===== config.mk =====
export PLATFORM = sky130hd
export DESIGN_NAME = cogc_core
export DESIGN_NICKNAME = d
export VERILOG_FILES = /design/src/cogc_pkg.sv /design/src/cogc_clk_tick.sv /design/src/cogc_core.sv /design/src/cogc_delay.sv
export SDC_FILE = /design/constraint.sdc
export NUM_CORES = 1
export LEC_CHECK = 0
export BUFFER_PORTS_ARGS = -buffer_cell sky130_fd_sc_hd__clkbuf_2
export CELL_PAD_IN_SITES_DETAIL_PLACEMENT = 2
export CELL_PAD_IN_SITES_GLOBAL_PLACEMENT = 2
export CORE_MARGIN = 2
export CORE_UTILIZATION = 42
export CTS_CLUSTER_DIAMETER = 120
export DETAILED_ROUTE_END_ITERATION = 7
export GPL_TIMING_DRIVEN = 0
export HOLD_SLACK_MARGIN = 0.15
export PLACE_DENSITY = 0.89
export RECOVER_POWER = 50
export SLEW_MARGIN = 20
export SYNTH_ARGS = -nofsm -noshare
export SYNTH_HDL_FRONTEND = slang
export SYNTH_SLANG_ARGS = --single-unit

===== constraint.sdc =====
create_clock -name pclk -period 3.27 [get_ports pclk]
set_clock_uncertainty 0.15 [all_clocks]
set_input_delay 0.327 -clock pclk [delete_from_list [all_inputs] [get_ports pclk]]
set_output_delay 0.327 -clock pclk [all_outputs]
set_load 0.005 [all_outputs]

===== src/cogc_pkg.sv =====
// Constants, register map and carrier types of the output generator.
// Assumes one APB clock domain and 32-bit aligned register words.
package cogc_pkg;

  // ****************************************
  // Register map
  // ****************************************
  localparam logic [7:0] OFF_CON0   = 8'h00;
  localparam logic [7:0] OFF_CON1   = 8'h04;
  localparam logic [7:0] OFF_RPHASE = 8'h08;
  localparam logic [7:0] OFF_FPHASE = 8'h0c;
  localparam logic [7:0] OFF_RBLANK = 8'h10;
  localparam logic [7:0] OFF_FBLANK = 8'h14;
  localparam logic [7:0] OFF_RDB    = 8'h18;
  localparam logic [7:0] OFF_FDB    = 8'h1c;
  localparam logic [7:0] OFF_SDCTL  = 8'h20;
  localparam logic [7:0] OFF_STEER  = 8'h24;
  localparam logic [7:0] OFF_STATUS = 8'h28;

  // ****************************************
  // Field positions and reset values
  // ****************************************
  localparam int EN_BIT    = 7;
  localparam int LD_BIT    = 6;
  localparam int CS_LSB    = 3;
  localparam int MD_LSB    = 0;
  localparam int RDBS_BIT  = 7;
  localparam int FDBS_BIT  = 6;
  localparam int POL_LSB   = 0;
  localparam int ASE_BIT   = 7;
  localparam int ARS_BIT   = 6;
  localparam int OVBD_LSB  = 4;
  localparam int OVAC_LSB  = 2;
  localparam int SDEN_BIT  = 0;
  localparam int LVL_LSB   = 4;
  localparam int STEER_LSB = 0;
  localparam int COUNT_W   = 6;
  localparam int FOSC4_DIV = 4;
  localparam logic [7:0] RST_BYTE = 8'h00;

  typedef enum logic [1:0] {
    CS_FOSC4 = 2'b00,
    CS_FOSC  = 2'b01,
    CS_FAST  = 2'b10,
    CS_RSVD  = 2'b11
  } cogc_clk_src_t;

  typedef enum logic [2:0] {
    MD_STEER  = 3'b000,
    MD_SSTEER = 3'b001,
    MD_FWD_FB = 3'b010,
    MD_REV_FB = 3'b011,
    MD_HALF   = 3'b100,
    MD_PUSH   = 3'b101
  } cogc_mode_t;

  typedef enum logic [1:0] {
    OV_INACT = 2'b00,
    OV_TRI   = 2'b01,
    OV_LOW   = 2'b10,
    OV_HIGH  = 2'b11
  } cogc_ovr_t;

  typedef enum logic [1:0] {
    LD_IDLE = 2'b01,
    LD_WAIT = 2'b10
  } cogc_ld_state_t;

  typedef struct packed {
    logic [COUNT_W-1:0] rise_phase;
    logic [COUNT_W-1:0] fall_phase;
    logic [COUNT_W-1:0] rise_blank;
    logic [COUNT_W-1:0] fall_blank;
    logic [COUNT_W-1:0] rise_db;
    logic [COUNT_W-1:0] fall_db;
  } cogc_counts_t;

  // Bit 0 is output A, bit 3 is output D.
  typedef struct packed {
    logic [3:0] level;
    logic [3:0] oe;
  } cogc_pins_t;

endpackage : cogc_pkg


===== src/cogc_clk_tick.sv =====
// Module clock tick selector of the output generator.
// Assumes fast_tick is a one-cycle pulse synchronous to pclk.
`timescale 1ns/1ns
module cogc_clk_tick (
  input  wire logic       pclk,
  input  wire logic       presetn,
  input  wire logic [1:0] sel,
  input  wire logic       fast_tick,
  output logic            tick
);

  logic [1:0] div_cnt;
  logic       div_tick;

  assign div_tick = (div_cnt == 2'(cogc_pkg::FOSC4_DIV - 1));

  always_ff @(posedge pclk or negedge presetn) begin
    if (!presetn) begin
      div_cnt <= 2'h0;
    end else begin
      div_cnt <= div_cnt + 2'h1;
    end
  end

  // The reserved code yields no tick; the core's clr then holds every timed stage cleared.
  always_comb begin
    case (sel)
      cogc_pkg::CS_FOSC:  tick = 1'b1;
      cogc_pkg::CS_FOSC4: tick = div_tick;
      cogc_pkg::CS_FAST:  tick = fast_tick;
      default:            tick = 1'b0;
    endcase
  end

endmodule : cogc_clk_tick


===== src/cogc_core.sv =====
// Complementary output generator: control registers, buffering and outputs.
// Assumes APB master on pclk and event inputs as one-cycle synchronous pulses.
`timescale 1ns/1ns
module cogc_core (
  input  wire logic        pclk,
  input  wire logic        presetn,
  input  wire logic        psel,
  input  wire logic        penable,
  input  wire logic        pwrite,
  input  wire logic [7:0]  paddr,
  input  wire logic [31:0] pwdata,
  output logic [31:0]      prdata,
  output logic             pready,
  output logic             pslverr,
  input  wire logic        fast_osc_tick,
  input  wire logic        rise_event,
  input  wire logic        fall_event,
  input  wire logic        shutdown_in_n,
  output cogc_pkg::cogc_pins_t pins
);

  localparam int CW = cogc_pkg::COUNT_W;

  // ****************************************
  // Register state
  // ****************************************
  logic                    module_enable_flag;
  logic                    buffer_load_request;
  logic [1:0]              clock_source_field;
  logic [2:0]              output_mode_field;
  logic                    rise_deadband_source;
  logic                    fall_deadband_source;
  logic [3:0]              out_polarity;
  cogc_pkg::cogc_counts_t  cnt_reg;
  cogc_pkg::cogc_counts_t  cnt_buf;
  logic                    shutdown_active_flag;
  logic                    auto_restart_enable;
  logic [1:0]              ovr_ac;
  logic [1:0]              ovr_bd;
  logic                    sd_input_en;
  logic [3:0]              steer_en;
  logic [3:0]              static_level;
  cogc_pkg::cogc_ld_state_t ld_state;
  cogc_pkg::cogc_ld_state_t next_ld_state;

  // ****************************************
  // APB decode
  // ****************************************
  logic wr;
  logic rd_setup;
  logic hit_con0;
  logic hit_con1;
  logic hit_rph;
  logic hit_fph;
  logic hit_rbl;
  logic hit_fbl;
  logic hit_rdb;
  logic hit_fdb;
  logic hit_sd;
  logic hit_str;
  logic hit_sts;
  logic hit_any;
  logic [7:0] wbyte;
  logic [7:0] rd_byte;

  assign hit_con0 = (paddr == cogc_pkg::OFF_CON0);
  assign hit_con1 = (paddr == cogc_pkg::OFF_CON1);
  assign hit_rph  = (paddr == cogc_pkg::OFF_RPHASE);
  assign hit_fph  = (paddr == cogc_pkg::OFF_FPHASE);
  assign hit_rbl  = (paddr == cogc_pkg::OFF_RBLANK);
  assign hit_fbl  = (paddr == cogc_pkg::OFF_FBLANK);
  assign hit_rdb  = (paddr == cogc_pkg::OFF_RDB);
  assign hit_fdb  = (paddr == cogc_pkg::OFF_FDB);
  assign hit_sd   = (paddr == cogc_pkg::OFF_SDCTL);
  assign hit_str  = (paddr == cogc_pkg::OFF_STEER);
  assign hit_sts  = (paddr == cogc_pkg::OFF_STATUS);
  assign hit_any  = hit_con0 | hit_con1 | hit_rph | hit_fph | hit_rbl
                  | hit_fbl | hit_rdb | hit_fdb | hit_sd | hit_str | hit_sts;

  assign wr       = psel & penable & pwrite & hit_any;
  assign rd_setup = psel & ~penable & ~pwrite;
  assign wbyte    = pwdata[7:0];

  // Zero wait states; the read word is registered in the setup cycle.
  assign pready  = 1'b1;
  assign pslverr = psel & penable & ~hit_any;

  // ****************************************
  // Waveform state and events
  // ****************************************
  logic       mod_tick;
  logic       bad_cfg;
  logic       run;
  logic       drive;
  logic       drive_q;
  logic       drive_rise;
  logic       drive_fall;
  logic       a_on;
  logic       b_on;
  logic       pp_phase;
  logic [3:0] steer_act;
  logic       sd_src;
  logic       sd_hold;
  logic       rise_ok;
  logic       fall_ok;
  logic       rph_done;
  logic       fph_done;
  logic       rbl_busy;
  logic       fbl_busy;
  logic       rdb_done;
  logic       fdb_done;
  logic       ld_xfer;
  logic       ld_clear;

  // Reserved encodings mark the configuration unusable.
  assign bad_cfg = (clock_source_field == cogc_pkg::CS_RSVD)
                 | (output_mode_field[2:1] == 2'b11);
  assign run     = module_enable_flag & ~bad_cfg;

  // Blanking of one edge masks the opposite event.
  assign rise_ok    = run & rise_event & ~fbl_busy;
  assign fall_ok    = run & fall_event & ~rbl_busy;
  assign drive_rise = drive & ~drive_q;
  assign drive_fall = ~drive & drive_q;

  assign sd_src = sd_input_en & ~shutdown_in_n;

  assign ld_xfer  = (ld_state == cogc_pkg::LD_WAIT) & rise_ok;
  assign ld_clear = ~module_enable_flag | ld_xfer;

  // ****************************************
  // Read mux
  // ****************************************
  assign rd_byte =
      hit_con0 ? {module_enable_flag, buffer_load_request, 1'b0,
                  clock_source_field, output_mode_field}
    : hit_con1 ? {rise_deadband_source, fall_deadband_source,
                  2'b00, out_polarity}
    : hit_rph  ? 8'(cnt_reg.rise_phase)
    : hit_fph  ? 8'(cnt_reg.fall_phase)
    : hit_rbl  ? 8'(cnt_reg.rise_blank)
    : hit_fbl  ? 8'(cnt_reg.fall_blank)
    : hit_rdb  ? 8'(cnt_reg.rise_db)
    : hit_fdb  ? 8'(cnt_reg.fall_db)
    : hit_sd   ? {shutdown_active_flag, auto_restart_enable,
                  ovr_bd, ovr_ac, 1'b0, sd_input_en}
    : hit_str  ? {static_level, steer_en}
    : hit_sts  ? {2'b00, sd_src, sd_hold, b_on, a_on, drive, bad_cfg}
    : 8'h00;

  always_ff @(posedge pclk or negedge presetn) begin
    if (!presetn) begin
      prdata <= 32'h0000_0000;
    end else if (rd_setup) begin
      prdata <= {24'h00_0000, rd_byte};
    end
  end

  // ****************************************
  // Control registers
  // ****************************************
  always_ff @(posedge pclk or negedge presetn) begin
    if (!presetn) begin
      module_enable_flag <= 1'b0;
      clock_source_field <= 2'b00;
      output_mode_field  <= 3'b000;
    end else if (wr && hit_con0) begin
      module_enable_flag <= wbyte[cogc_pkg::EN_BIT];
      clock_source_field <= wbyte[cogc_pkg::CS_LSB +: 2];
      output_mode_field  <= wbyte[cogc_pkg::MD_LSB +: 3];
    end
  end

  // A fresh request in the clearing cycle survives: set wins over clear.
  always_ff @(posedge pclk or negedge presetn) begin
    if (!presetn) begin
      buffer_load_request <= 1'b0;
    end else if (wr && hit_con0 && wbyte[cogc_pkg::LD_BIT]) begin
      buffer_load_request <= 1'b1;
    end else if (ld_clear) begin
      buffer_load_request <= 1'b0;
    end
  end

  always_ff @(posedge pclk or negedge presetn) begin
    if (!presetn) begin
      rise_deadband_source <= 1'b0;
      fall_deadband_source <= 1'b0;
      out_polarity         <= 4'h0;
    end else if (wr && hit_con1) begin
      rise_deadband_source <= wbyte[cogc_pkg::RDBS_BIT];
      fall_deadband_source <= wbyte[cogc_pkg::FDBS_BIT];
      out_polarity         <= wbyte[cogc_pkg::POL_LSB +: 4];
    end
  end

  always_ff @(posedge pclk or negedge presetn) begin
    if (!presetn) begin
      cnt_reg <= '0;
    end else if (wr) begin
      if (hit_rph) cnt_reg.rise_phase <= wbyte[CW-1:0];
      if (hit_fph) cnt_reg.fall_phase <= wbyte[CW-1:0];
      if (hit_rbl) cnt_reg.rise_blank <= wbyte[CW-1:0];
      if (hit_fbl) cnt_reg.fall_blank <= wbyte[CW-1:0];
      if (hit_rdb) cnt_reg.rise_db    <= wbyte[CW-1:0];
      if (hit_fdb) cnt_reg.fall_db    <= wbyte[CW-1:0];
    end
  end

  always_ff @(posedge pclk or negedge presetn) begin
    if (!presetn) begin
      auto_restart_enable <= 1'b0;
      ovr_ac              <= 2'b00;
      ovr_bd              <= 2'b00;
      sd_input_en         <= 1'b0;
      steer_en            <= 4'h0;
      static_level        <= 4'h0;
    end else if (wr) begin
      if (hit_sd) begin
        auto_restart_enable <= wbyte[cogc_pkg::ARS_BIT];
        ovr_ac              <= wbyte[cogc_pkg::OVAC_LSB +: 2];
        ovr_bd              <= wbyte[cogc_pkg::OVBD_LSB +: 2];
        sd_input_en         <= wbyte[cogc_pkg::SDEN_BIT];
      end
      if (hit_str) begin
        steer_en     <= wbyte[cogc_pkg::STEER_LSB +: 4];
        static_level <= wbyte[cogc_pkg::LVL_LSB +: 4];
      end
    end
  end

  // ****************************************
  // Shutdown
  // ****************************************
  // A level on a selected input always sets the flag; software or the
  // restart logic can clear it only once that input is false.
  always_ff @(posedge pclk or negedge presetn) begin
    if (!presetn) begin
      shutdown_active_flag <= 1'b0;
    end else if (sd_src) begin
      shutdown_active_flag <= 1'b1;
    end else if (wr && hit_sd) begin
      shutdown_active_flag <= wbyte[cogc_pkg::ASE_BIT];
    end else if (auto_restart_enable) begin
      shutdown_active_flag <= 1'b0;
    end
  end

  // Overrides hold until the first rising event after shutdown clears.
  always_ff @(posedge pclk or negedge presetn) begin
    if (!presetn) begin
      sd_hold <= 1'b1;
    end else if (shutdown_active_flag || sd_src) begin
      sd_hold <= 1'b1;
    end else if (rise_ok) begin
      sd_hold <= 1'b0;
    end
  end

  // ****************************************
  // Buffer load sequence
  // ****************************************
  always_comb begin
    case (ld_state)
      cogc_pkg::LD_IDLE:
        next_ld_state = (buffer_load_request && module_enable_flag)
                      ? cogc_pkg::LD_WAIT : cogc_pkg::LD_IDLE;
      cogc_pkg::LD_WAIT:
        next_ld_state = ld_clear ? cogc_pkg::LD_IDLE : cogc_pkg::LD_WAIT;
      default:
        next_ld_state = cogc_pkg::LD_IDLE;
    endcase
  end

  always_ff @(posedge pclk or negedge presetn) begin
    if (!presetn) begin
      ld_state <= cogc_pkg::LD_IDLE;
    end else begin
      ld_state <= next_ld_state;
    end
  end

  // Buffers track the registers while disabled, so no request is needed.
  always_ff @(posedge pclk or negedge presetn) begin
    if (!presetn) begin
      cnt_buf <= '0;
    end else if (!module_enable_flag || ld_xfer) begin
      cnt_buf <= cnt_reg;
    end
  end

  // ****************************************
  // Timing stages
  // ****************************************
  cogc_clk_tick u_tick (
    .pclk      (pclk),
    .presetn   (presetn),
    .sel       (clock_source_field),
    .fast_tick (fast_osc_tick),
    .tick      (mod_tick)
  );

  cogc_delay #(.CNT_W(CW)) u_rph (
    .pclk (pclk), .presetn (presetn), .clr (~run),
    .trig (rise_ok), .count (cnt_buf.rise_phase),
    .fast (1'b0), .tick (mod_tick), .busy (), .done (rph_done)
  );

  cogc_delay #(.CNT_W(CW)) u_fph (
    .pclk (pclk), .presetn (presetn), .clr (~run),
    .trig (fall_ok), .count (cnt_buf.fall_phase),
    .fast (1'b0), .tick (mod_tick), .busy (), .done (fph_done)
  );

  cogc_delay #(.CNT_W(CW)) u_rbl (
    .pclk (pclk), .presetn (presetn), .clr (~run),
    .trig (rise_ok), .count (cnt_buf.rise_blank),
    .fast (1'b0), .tick (mod_tick), .busy (rbl_busy), .done ()
  );

  cogc_delay #(.CNT_W(CW)) u_fbl (
    .pclk (pclk), .presetn (presetn), .clr (~run),
    .trig (fall_ok), .count (cnt_buf.fall_blank),
    .fast (1'b0), .tick (mod_tick), .busy (fbl_busy), .done ()
  );

  cogc_delay #(.CNT_W(CW)) u_rdb (
    .pclk (pclk), .presetn (presetn), .clr (~run),
    .trig (drive_rise), .count (cnt_buf.rise_db),
    .fast (rise_deadband_source),
    .tick (mod_tick), .busy (), .done (rdb_done)
  );

  cogc_delay #(.CNT_W(CW)) u_fdb (
    .pclk (pclk), .presetn (presetn), .clr (~run),
    .trig (drive_fall), .count (cnt_buf.fall_db),
    .fast (fall_deadband_source),
    .tick (mod_tick), .busy (), .done (fdb_done)
  );

  // ****************************************
  // Primary drive and dead-band
  // ****************************************
  always_ff @(posedge pclk or negedge presetn) begin
    if (!presetn) begin
      drive   <= 1'b0;
      drive_q <= 1'b0;
    end else begin
      drive_q <= drive;
      if (!run) begin
        drive <= 1'b0;
      end else if (fph_done) begin
        drive <= 1'b0;
      end else if (rph_done) begin
        drive <= 1'b1;
      end
    end
  end

  // Each side turns off at once and on only after its dead-band.
  always_ff @(posedge pclk or negedge presetn) begin
    if (!presetn) begin
      a_on <= 1'b0;
      b_on <= 1'b0;
    end else begin
      a_on <= drive & ~drive_fall & (a_on | rdb_done);
      b_on <= run & ~drive & ~drive_rise & (b_on | fdb_done);
    end
  end

  // Push-pull alternation and synchronous steering follow each period.
  always_ff @(posedge pclk or negedge presetn) begin
    if (!presetn) begin
      pp_phase  <= 1'b0;
      steer_act <= 4'h0;
    end else if (!run) begin
      pp_phase  <= 1'b0;
      steer_act <= steer_en;
    end else if (drive_rise) begin
      pp_phase  <= ~pp_phase;
      steer_act <= steer_en;
    end
  end

  // ****************************************
  // Output modes, polarity and overrides
  // ****************************************
  logic [3:0] raw;
  logic [3:0] steer_sel;
  logic [3:0] pwm_lvl;
  cogc_pkg::cogc_pins_t next_pins;

  assign steer_sel = (output_mode_field == cogc_pkg::MD_SSTEER)
                   ? steer_act : steer_en;

  // Bit order is {D, C, B, A}; values here are active-high.
  always_comb begin
    case (output_mode_field)
      cogc_pkg::MD_PUSH:
        raw = {a_on & pp_phase, a_on & ~pp_phase,
               a_on & pp_phase, a_on & ~pp_phase};
      cogc_pkg::MD_HALF:
        raw = {b_on, a_on, b_on, a_on};
      cogc_pkg::MD_REV_FB:
        raw = {1'b0, run, a_on, 1'b0};
      cogc_pkg::MD_FWD_FB:
        raw = {a_on, 1'b0, 1'b0, run};
      cogc_pkg::MD_STEER,
      cogc_pkg::MD_SSTEER:
        raw = (steer_sel & {4{a_on}})
            | (~steer_sel & static_level);
      default:
        raw = 4'h0;
    endcase
  end

  assign pwm_lvl = raw ^ out_polarity;

  // Forced levels ignore polarity; the inactive override honours it.
  function automatic logic [1:0] ovr_pin(input logic [1:0] code,
                                         input logic pol);
    case (code)
      cogc_pkg::OV_TRI:  ovr_pin = 2'b00;
      cogc_pkg::OV_LOW:  ovr_pin = 2'b01;
      cogc_pkg::OV_HIGH: ovr_pin = 2'b11;
      default:           ovr_pin = {pol, 1'b1};
    endcase
  endfunction : ovr_pin

  always_comb begin
    logic [1:0] ov;
    ov        = 2'b00;
    next_pins = '0;
    for (int i = 0; i < 4; i++) begin
      ov = ovr_pin(i[0] ? ovr_bd : ovr_ac, out_polarity[i]);
      if (!module_enable_flag) begin
        next_pins.level[i] = out_polarity[i];
        next_pins.oe[i]    = 1'b0;
      end else if (bad_cfg) begin
        next_pins.level[i] = out_polarity[i];
        next_pins.oe[i]    = 1'b1;
      end else if (sd_hold) begin
        next_pins.level[i] = ov[1];
        next_pins.oe[i]    = ov[0];
      end else begin
        next_pins.level[i] = pwm_lvl[i];
        next_pins.oe[i]    = 1'b1;
      end
    end
  end

  always_ff @(posedge pclk or negedge presetn) begin
    if (!presetn) begin
      pins <= '0;
    end else begin
      pins <= next_pins;
    end
  end

endmodule : cogc_core


===== src/cogc_delay.sv =====
// Programmable delay stage used for phase, blanking and dead-band timing.
// Assumes trig is a one-cycle pulse; a zero count passes the trigger straight.
`timescale 1ns/1ns
module cogc_delay #(
  parameter int CNT_W = 6
) (
  input  wire logic             pclk,
  input  wire logic             presetn,
  input  wire logic             clr,
  input  wire logic             trig,
  input  wire logic [CNT_W-1:0] count,
  input  wire logic             fast,
  input  wire logic             tick,
  output logic                  busy,
  output logic                  done
);

  if (CNT_W < 1 || CNT_W > 16) begin : g_bad_width
    $error("cogc_delay: CNT_W must be 1 to 16");
  end

  logic [CNT_W-1:0] remain;
  logic             step;
  logic             expire;

  // The fast path stands in for the delay chain and steps every pclk.
  assign step   = busy & (fast | tick);
  assign expire = step & (remain == CNT_W'(1));
  assign done   = (trig & (count == '0)) | expire;

  always_ff @(posedge pclk or negedge presetn) begin
    if (!presetn) begin
      busy   <= 1'b0;
      remain <= '0;
    end else if (clr) begin
      busy   <= 1'b0;
      remain <= '0;
    end else if (trig && count != '0) begin
      busy   <= 1'b1;
      remain <= count;
    end else if (step) begin
      busy   <= ~expire;
      remain <= remain - CNT_W'(1);
    end
  end

endmodule : cogc_delay


---- After elaboration in Yosys (flattened, before gate mapping) ----
Index checks and enable logic that the tools add are counted.
operators by class
  $add $sub $neg .......................... 7
  multiply operators ...................... 0
  div/mod/pow operators ................... 0
  magnitude comparators ................... 0
  equal/unequal tests ..................... 42
  shift operators ......................... 0
  muxes and demuxes ....................... 95
  bitwise gates (word level) .............. 82
  reductions and logical operators ........ 39
operators by type and width
  cell                                                                      count
  6-bit 2-to-1 mux                                                          19
  8-bit 2-to-1 mux                                                          10
  1-bit 2-to-1 mux                                                          54
  1-bit AND                                                                 38
  6-bit by 1-bit == test with 1-bit output (second input constant)          6
  6-bit nonzero test                                                        6
  6-bit by 1-bit subtractor with 6-bit output (second input constant)       6
  8-bit by 5-bit == test with 1-bit output (second input constant)          4
  8-bit by 6-bit == test with 1-bit output (second input constant)          3
  6-bit logical NOT                                                         4
  2-bit one-hot mux with 3 select lines                                     4
  3-bit by 1-bit inequality test with 1-bit output (second input constant)  7
  1-bit OR                                                                  20
  4-bit one-hot mux with 5 select lines                                     1
  1-bit inverter                                                            19
  2-bit == test (second input constant)                                     9
  8-bit by 4-bit == test with 1-bit output (second input constant)          2
  2-bit AND reduction                                                       8
  4-bit 2-to-1 mux                                                          3
  1-bit logical AND                                                         11
  4-bit AND                                                                 2
  2-bit by 1-bit == test with 1-bit output (second input constant)          4
  8-bit by 3-bit == test with 1-bit output (second input constant)          1
  8-bit logical NOT                                                         1
  18 further kinds                                                          23
word-level totals
  bits in registers ....................... 172
  latch bits .............................. 0
  bits in writable memories ............... 0
  memory bits (read-only) ................. 0
  input port bits ......................... 49
  output and inout bits ................... 42
  logic and storage cells ................. 315
  memories ................................ 0

---- Logic depth before layout (Yosys ltp) ----
Gate-level depths: netlist (run 1).
  depth after elaboration ................. 15
  mapped depth ............................ 9
  gate-level depth less buffers ........... 6

---- Cells and area by module ----
Synthesis (run 1) repeated with hierarchy kept, for this count alone.
unflattened totals
  cells, all modules ...................... 819
  area, all modules ....................... 9067.4 um2
modules (own cells, without submodules)
  module                   instances  cells each  area each (um2)  seq. area each (um2)
  cogc_core                1          535         6299.8           3155.5
  cogc_delay at u_fbl ...  5          46          442.9            175.2
  cogc_delay at u_rph      1          47          462.9            175.2
  cogc_clk_tick            1          7           90.1             50.0

---- Worst setup path before layout (run 1) ----
No wires, ideal clock.
  path type ............................... register to register
  from .................................... register u_tick.div_cnt[0]
  to ...................................... register u_fbl.remain[3]
  setup time .............................. 0.130 ns
  arrival time ............................ 1.826 ns
  data required time ...................... 2.990 ns
  slack ................................... 1.164 ns
  stages on the path, launching flop included .. 10
  path buffers ............................ 3
  clock period less this slack ............ 2.106 ns
  path through ............................ dfrtp_1 -> ha_1 -> o21ba_2 -> buf_2 -> or2_2 -> buf_2 -> clkbuf_1 -> nand4_1 -> xor2_1 -> a21oi_1
on the way
  cells in the longest elaborated chain, start to end .. 4
RTL lines
  item                                                               RTL line             RTL
  start, declared                                                    cogc_clk_tick.sv:12  logic [1:0] div_cnt;
  start signal, assigned                                             cogc_clk_tick.sv:21  div_cnt <= div_cnt + 2'h1;
  2-bit == test                                                      cogc_clk_tick.sv:15  assign div_tick = (div_cnt == 2'(cogc_pkg::FOSC4_DIV - 1));
  1-bit one-hot mux with 3 select lines                              cogc_clk_tick.sv:27  case (sel)
  1-bit AND                                                          cogc_delay.sv:27     assign step = busy & (fast | tick);
  3-bit by 1-bit inequality test with 1-bit output (no source line)  --
  end signal, assigned                                               cogc_delay.sv:40     remain <= count;
  end signal, assigned                                               cogc_delay.sv:43     remain <= remain - CNT_W'(1);
  end, declared                                                      cogc_delay.sv:22     logic [CNT_W-1:0] remain;
Every way passes these cells.
A chain may end at the register's enable or synchronous reset.

---- Final worst setup path (run 1) ----
  from .................................... register output_mode_field[1]
  to ...................................... register u_fdb.remain[0]
on the way
  cells in the longest elaborated chain, start to end .. 5
  elaborated cells on any way between the ends .. 6
  those cells by class .................... eq/ne (2); mux (1); bitwise (3)
RTL lines
  item                                                                                                   RTL line          RTL
  start, declared                                                                                        cogc_core.sv:30   logic [2:0] output_mode_field;
  start signal, assigned                                                                                 cogc_core.sv:170  output_mode_field <= wbyte[cogc_pkg::MD_LSB +: 3];
  2-bit == test *                                                                                        cogc_core.sv:117  | (output_mode_field[2:1] == 2'b11);
  1-bit OR *                                                                                             cogc_core.sv:117
  1-bit inverter *                                                                                       cogc_core.sv:118  assign run = module_enable_flag & ~bad_cfg;
  1-bit AND *                                                                                            cogc_core.sv:118
  3-bit by 1-bit inequality test with 1-bit output (no source line) or 6-bit 2-to-1 mux (tied branches)  --
  end signal, assigned                                                                                   cogc_delay.sv:40
  end signal, assigned                                                                                   cogc_delay.sv:43
  end, declared                                                                                          cogc_delay.sv:22
Mark *: on every way between the ends. The rest lies on a longest branch, timed or not.

==> impl_metrics.toml, run 1 <==
[setup_path]
path_max_fanout = 10
crit_path_end_kind = "flop"
startpoint = "output_mode_field[1]"
worst-setup-path-type = "reg2reg"
crit_buf_inv = 3
cp_top_family = "buffers and inverters"
worst_ep_required_time_ps = 3480
cp-start-kind = "flop"
path_common_cell = "clkbuf_1"
slowest_delay_ps = 540
r2r-start = "output_mode_field[1]"
cp.arrival_ps = 3430
worstPathCellList = "clkbuf_1 -> a22oi_2 -> and2_1 -> clkbuf_1 -> clkbuf_2 -> o21ai_0 -> a21oi_1"
cp_slowest_cell = "a22oi_2"

[worst_hold_path]
hp-class = "in2reg"
min_from = "pwdata[5]"

[floorplan]
die_h_um = 150.2
dieArea_um2 = 22560
core_area_um2 = 21020
start_util = 0.4270
pin_count = 91
rows = 53
die_w_um = 150.2

[final_layout]
drive_above_1_share = 0.2309
multi_input_area_um2 = 4300
area_growth_pct = 14.16
fillers = 2140
fin_area_um2 = 10250
area.sequential_um2 = 4257
final_util = 0.4875
fin_nets = 995
diodes = 0

[place]
dp_slack_ps = -266.3
post-dp-hpwl_mm = 22.56
io_buffers = 37
place_area_um2 = 9628
place.gp.congestion = 0.8871

[power_and_ir_drop]
power_leakage_nw = 4.705
pwr_density_cell_nw_per_um2 = 443.6
peakVddDrop_mv = 0.3850

[yosys]
yosys.area.top_type = "dfrtp_1"
synth.area.top_cells = "dfrtp_1 47%, mux2_2 12%, o21ai_0 3.1%"
synth-seq-cells = 170
yosys_warnings = 0
async_reset_ff_frac = 1.000
ys_seq_area_frac = 0.4742
ys.flop_type = "dfrtp_1"
synth.distinct_cells = 72
synthTopCellsByCount = "168 x dfrtp_1, 98 x mux2_2, 60 x nand2_1"
synth_edf_count = 0
avgSynthCellArea_um2 = 10.60
synth.most_common_cell = "dfrtp_1"
synth.top_cell.area_share = 0.4684
syn_area_um2 = 8976
syn_inst = 847

[grt]
grt_pass1_vias = 8522
grt_busiest_layer = "met2"
grt_pass1_wl_mm = 53.94
grt_overflow = 0
met1_usage = 0.3842
grt_util_all_layers = 0.3274
grt_max_degree = 89
antenna_found_initial = 0
grtUsageMet2 = 0.5694
use_met3 = 0.06182

[cts]
cts.htree.levels = 4
cts_root_buffer = "clkbuf_16"
clock_path_buffers = 2
cts_tree = "built"
clk_pin_slew_ps = 70
cts_sinks = 170
clock_latency_ps = 440
cts_buffers = 17

[timing]
hold_viol_final = 0
period_share = 0.9870
fin_setup_tns_ps = 0
worst_slew_pin_slew_ps = 2302
drv_slew = 83
final-setup-viol-count = 0
timing.slew.headroom = -0.5345
setup_slack_ps = 42.58
fmax_ghz = 0.3098
rsz0062_at_grt = "false"
min_period_ps = 3227

[outcome]
status = "finished with violations"
violations = "max-capacitance violations, max-slew violations"

[drt]
vias = 7601
routedWlPerCell_um = 29.13
routed_wl_mm = 35.51
route.detailed.drc = 0
avgViaCountPerCell = 6.235
ant_nets = 0
drt_pre_antenna_iters = 5
first_iter_violations = 531

[job]
maxCapViolCount = 1
-- repair_timing --
item	CTS	global route
buffers inserted	0	0
resized for setup	2	0
hold buffers	4	0
hold endpoints to repair	91	0
setup endpoints to repair	11	0
-- cell usage in the layout, fill, tap and decap left out, drive strengths merged, types with 4 or more instances in the layout --
cell / n
nand4: 9
xnor2: 16
nand2b: 12
and2: 9
nor2: 39
nor4: 14
clkbuf: 87
nor3b: 7
nor3: 16
nand3: 17
nand2: 60
ha: 15
o21ai: 57
buf: 46
a31oi: 6
nor4b: 4
o31ai: 6
nor2b: 10
a211oi: 8
o211ai: 6
a21oi: 47
o32ai: 4
mux2: 98
dlygate4sd3: 4
xor2: 10
dfrtp: 168
a32oi: 5
o21a: 4
or4: 4
mux2i: 22
a22oi: 8
inv: 34
conb: 25
a221oi: 4
o22ai: 6
-- routing by layer --
metal,wire length [µm],share of wire,vias to the layer above
met5,0,0,-
met4,1897,0.053,0
met3,2239,0.063,136
met2,17900,0.50,386
met1,13470,0.38,3904
li1,-,-,3175
-- report_power, final --
group / total (mW) / switching, mW / internal (mW)
Sequential: 2.14 / 0.0222 / 2.12
Combinational: 0.272 / 0.193 / 0.0786
Clock: 2.13 / 0.888 / 1.24
-- cells by family (layout without fill, tap and decap cells) --
family | count (synthesis) | count (layout) | synth area share
AOI/OAI and AO/OA | 190 | 190 | 0.1359
DFF | 170 | 170 | 0.4742
buffers and inverters | 104 | 178 | 0.05687
and+or+nand+nor | 220 | 220 | 0.1384
muxes | 120 | 120 | 0.1475
adders and majority gates | 15 | 15 | 0.02091
other | 2 | 25 | 0.0008367
xor gates and xnor gates | 26 | 26 | 0.02537
-- final timing paths --
path	end	slack [ps]	cells after the start
worst min register to register	u_tick.div_cnt[0]	290	1
min in group asynchronous	cnt_buf[17]	940	2
worst max register to register	u_fdb.remain[0]	40	7
worst min-delay path	cnt_reg[29]	240	2
worst max-delay path	u_fdb.remain[0]	40	7
max in group asynchronous	cnt_buf[2]	640	2
-- area by class of cell --
class,instances,share of cell area
clock buffer,25,0.04640
inverter,34,0.01245
sequential,170,0.4154
tap,275,0.03358
buffer,70,0.03748
timing repair buffer,42,0.02369
clock inverter,7,0.01136
multi-input combinational,596,0.4197
-- per-stage QoR --
step / total power, mW / hold slack [ps] / cells
after floorplan: 2.290 / -118.6 / 870
after global placement: 2.412 / 263.8 / 1182
after detailed placement: 2.430 / 284.4 / 1183
after CTS: 4.553 / 229.5 / 1219
after global routing: 4.646 / 227.1 / 1219
final: 4.546 / 242.4 / 1219
No activity file was read; power rests on OpenSTA's default activity.
==> run 2: changes to the inputs <==
--- a/config.mk
+++ b/config.mk
@@ -9,12 +9,12 @@
 export CELL_PAD_IN_SITES_DETAIL_PLACEMENT = 2
 export CELL_PAD_IN_SITES_GLOBAL_PLACEMENT = 2
 export CORE_MARGIN = 2
-export CORE_UTILIZATION = 42
+export CORE_UTILIZATION = 39
 export CTS_CLUSTER_DIAMETER = 120
 export DETAILED_ROUTE_END_ITERATION = 7
 export GPL_TIMING_DRIVEN = 0
 export HOLD_SLACK_MARGIN = 0.15
-export PLACE_DENSITY = 0.89
+export PLACE_DENSITY = 0.84
 export RECOVER_POWER = 50
 export SLEW_MARGIN = 20
 export SYNTH_ARGS = -nofsm -noshare
==> constraint.sdc (replaced) <==
create_clock -name pclk -period 3.44 [get_ports pclk]
set_clock_uncertainty 0.15 [all_clocks]
set_input_delay 0.344 -clock pclk [delete_from_list [all_inputs] [get_ports pclk]]
set_output_delay 0.344 -clock pclk [all_outputs]
set_load 0.005 [all_outputs]
==> run 2 against run 1 <==
Compared with the run above: the flow now finishes without violations; sequential cell count unchanged; sequential share of layout area decreased by 0.056 points; clock power decreased by 4%; non-clock buffer count unchanged; setup slack improved by 300 ps; register-to-register slack improved by 300 ps; total power decreased by 4.6%; via count decreased by 4.2%; fmax increased by 4.3%.
==> impl_metrics.toml, run 2 (same netlist as run 1, synthesis figures left out) <==
[final_layout]
fillers = 2347
mostFrequentLayoutCells = "168 x dfrtp_1, 98 x mux2_2, 60 x nand2_1, 56 x o21ai_0, 47 x a21oi_1"
fin_nets = 995
final_common_cell = "dfrtp_1"
diodes = 0
drive_above_1_share = 0.2405
instances_no_fill = 1229
area_growth_pct = 14.32

[setup_path]
slowest_delay_ps = 470
cp_slowest_cell = "a22oi_2"
cp-start-kind = "flop"
worstPathCellList = "clkbuf_1 -> a22oi_2 -> and2_1 -> clkbuf_2 -> clkbuf_1 -> o21ai_0 -> a21oi_1"
worst_ep_required_time_ps = 3650
cp.arrival_ps = 3310
path_common_cell = "clkbuf_1"
path_max_fanout = 10
worst-setup-path-type = "reg2reg"
crit_path_end_kind = "flop"

[power_and_ir_drop]
pwr_density_cell_nw_per_um2 = 422.6
power_leakage_nw = 4.709
peakVddDrop_mv = 0.3399

[timing]
worst_slew_pin_slew_ps = 1456
drv_slew = 0
hold_viol_final = 0
fmax_ghz = 0.3231
setup_slack_ps = 344.6
final-setup-viol-count = 0
period_share = 0.8998
rsz0062_at_grt = "false"
timing.slew.headroom = 0.02957
whs_ps = 200.7
min_period_ps = 3095

[worst_hold_path]
hp-class = "in2reg"

[place]
placed_cells = 1194
post-dp-hpwl_mm = 22.12
place.gp.congestion = 0.9012
dp_slack_ps = 14.64
io_buffers = 37

[floorplan]
dieArea_um2 = 24250
die_h_um = 155.7
start_util = 0.3965
rows = 55
core_area_um2 = 22640
die_w_um = 155.7
pin_count = 91

[grt]
grt_pass1_vias = 8258
grt_util_all_layers = 0.2852
grt_overflow = 0
grt_pass1_wl_mm = 51.67
antenna_found_initial = 0
grt_max_degree = 76

[drt]
vias = 7282
first_iter_violations = 435
avgViaCountPerCell = 5.925
routed_wl_mm = 32.77
route.detailed.drc = 0
drt_pre_antenna_iters = 5
ant_nets = 0
routedWlPerCell_um = 26.67

[cts]
cts_root_buffer = "clkbuf_16"
clock_latency_ps = 440
cts.htree.levels = 4
cts_sinks = 170
clock_path_buffers = 2
cts_buffers = 17
clk_pin_slew_ps = 70
cts_tree = "built"

[job]
maxCapViolCount = 0

[outcome]
status = "completed"
## run 2: where the power goes
group	internal, mW	total (mW)	leakage (nW)	switching [mW]
logic	0.0721	0.248	2.09	0.176
registers	2.01	2.03	2.33	0.0203
clock network	1.17	2.05	0.286	0.884
total	3.26	4.34	4.71	1.08
## run 2: worst max-delay path: cells and delay by family, from the launching register on
| kind | cells | cell delay (ps) |
|---|---|---|
| buffers and inverters | 3 | 1080 |
| AND/OR/NAND/NOR | 1 | 470 |
| AO/OA/AOI/OAI | 3 | 930 |
| flip-flops | 1 | 360 |
## run 2: what timing repair did
action                                  4_1_cts  5_1_grt
endpoints found under the hold margin       177        0
resized for setup                             1        2
gates cloned                                  0        0
endpoints found under the setup margin        8        3
hold buffers                                  3        0
buffers inserted                              0        0
## run 2: path summary, 6_finish.rpt
check,startpoint,end,slack [ps],cells past startpoint
worst max register to register,output_mode_field[2],u_fdb.remain[3],340,7
worst min-delay path,shutdown_in_n,sd_hold,200,3
worst max-delay path,output_mode_field[2],u_fdb.remain[3],340,7
worst min register to register,u_tick.div_cnt[0],u_tick.div_cnt[0],290,1
min in group asynchronous,presetn,u_fph.remain[5],640,2
max in group asynchronous,presetn,clock_source_field[0],590,3
## run 2: cell type report
type                            instances  area (µm²)  area share
Buffer                                 70       384.1     0.03743
Tap cell                              285       356.6     0.03475
Multi-Input combinational cell        596        4300      0.4191
Inverter                               34       127.6     0.01244
Clock buffer                           19       442.9     0.04317
Sequential cell                       170        4257      0.4148
Clock inverter                         13       168.9     0.01646
Timing Repair Buffer                   42       224.0     0.02183
## run 2: metrics by stage
stage	total power, mW	TNS, ps	util	area (µm²)
2_1_floorplan	2.177	0	-	9062
3_5_place_dp	2.314	0	0.4270	9668
5_1_grt	4.476	0	0.4532	10260
6_report	4.337	0	0.4532	10260
4_1_cts	4.367	0	0.4556	10310
3_3_place_gp	2.298	-235010	0.4242	9604
## run 2: routing by layer
metal,wire (µm),vias up,GRT usage,share of wire
met2,16860,202,0.4975,0.51
met4,1092,0,0.1127,0.033
met3,1363,73,0.05056,0.042
met1,13460,3842,0.3511,0.41
li1,-,3165,-,-
met5,0,-,0,0
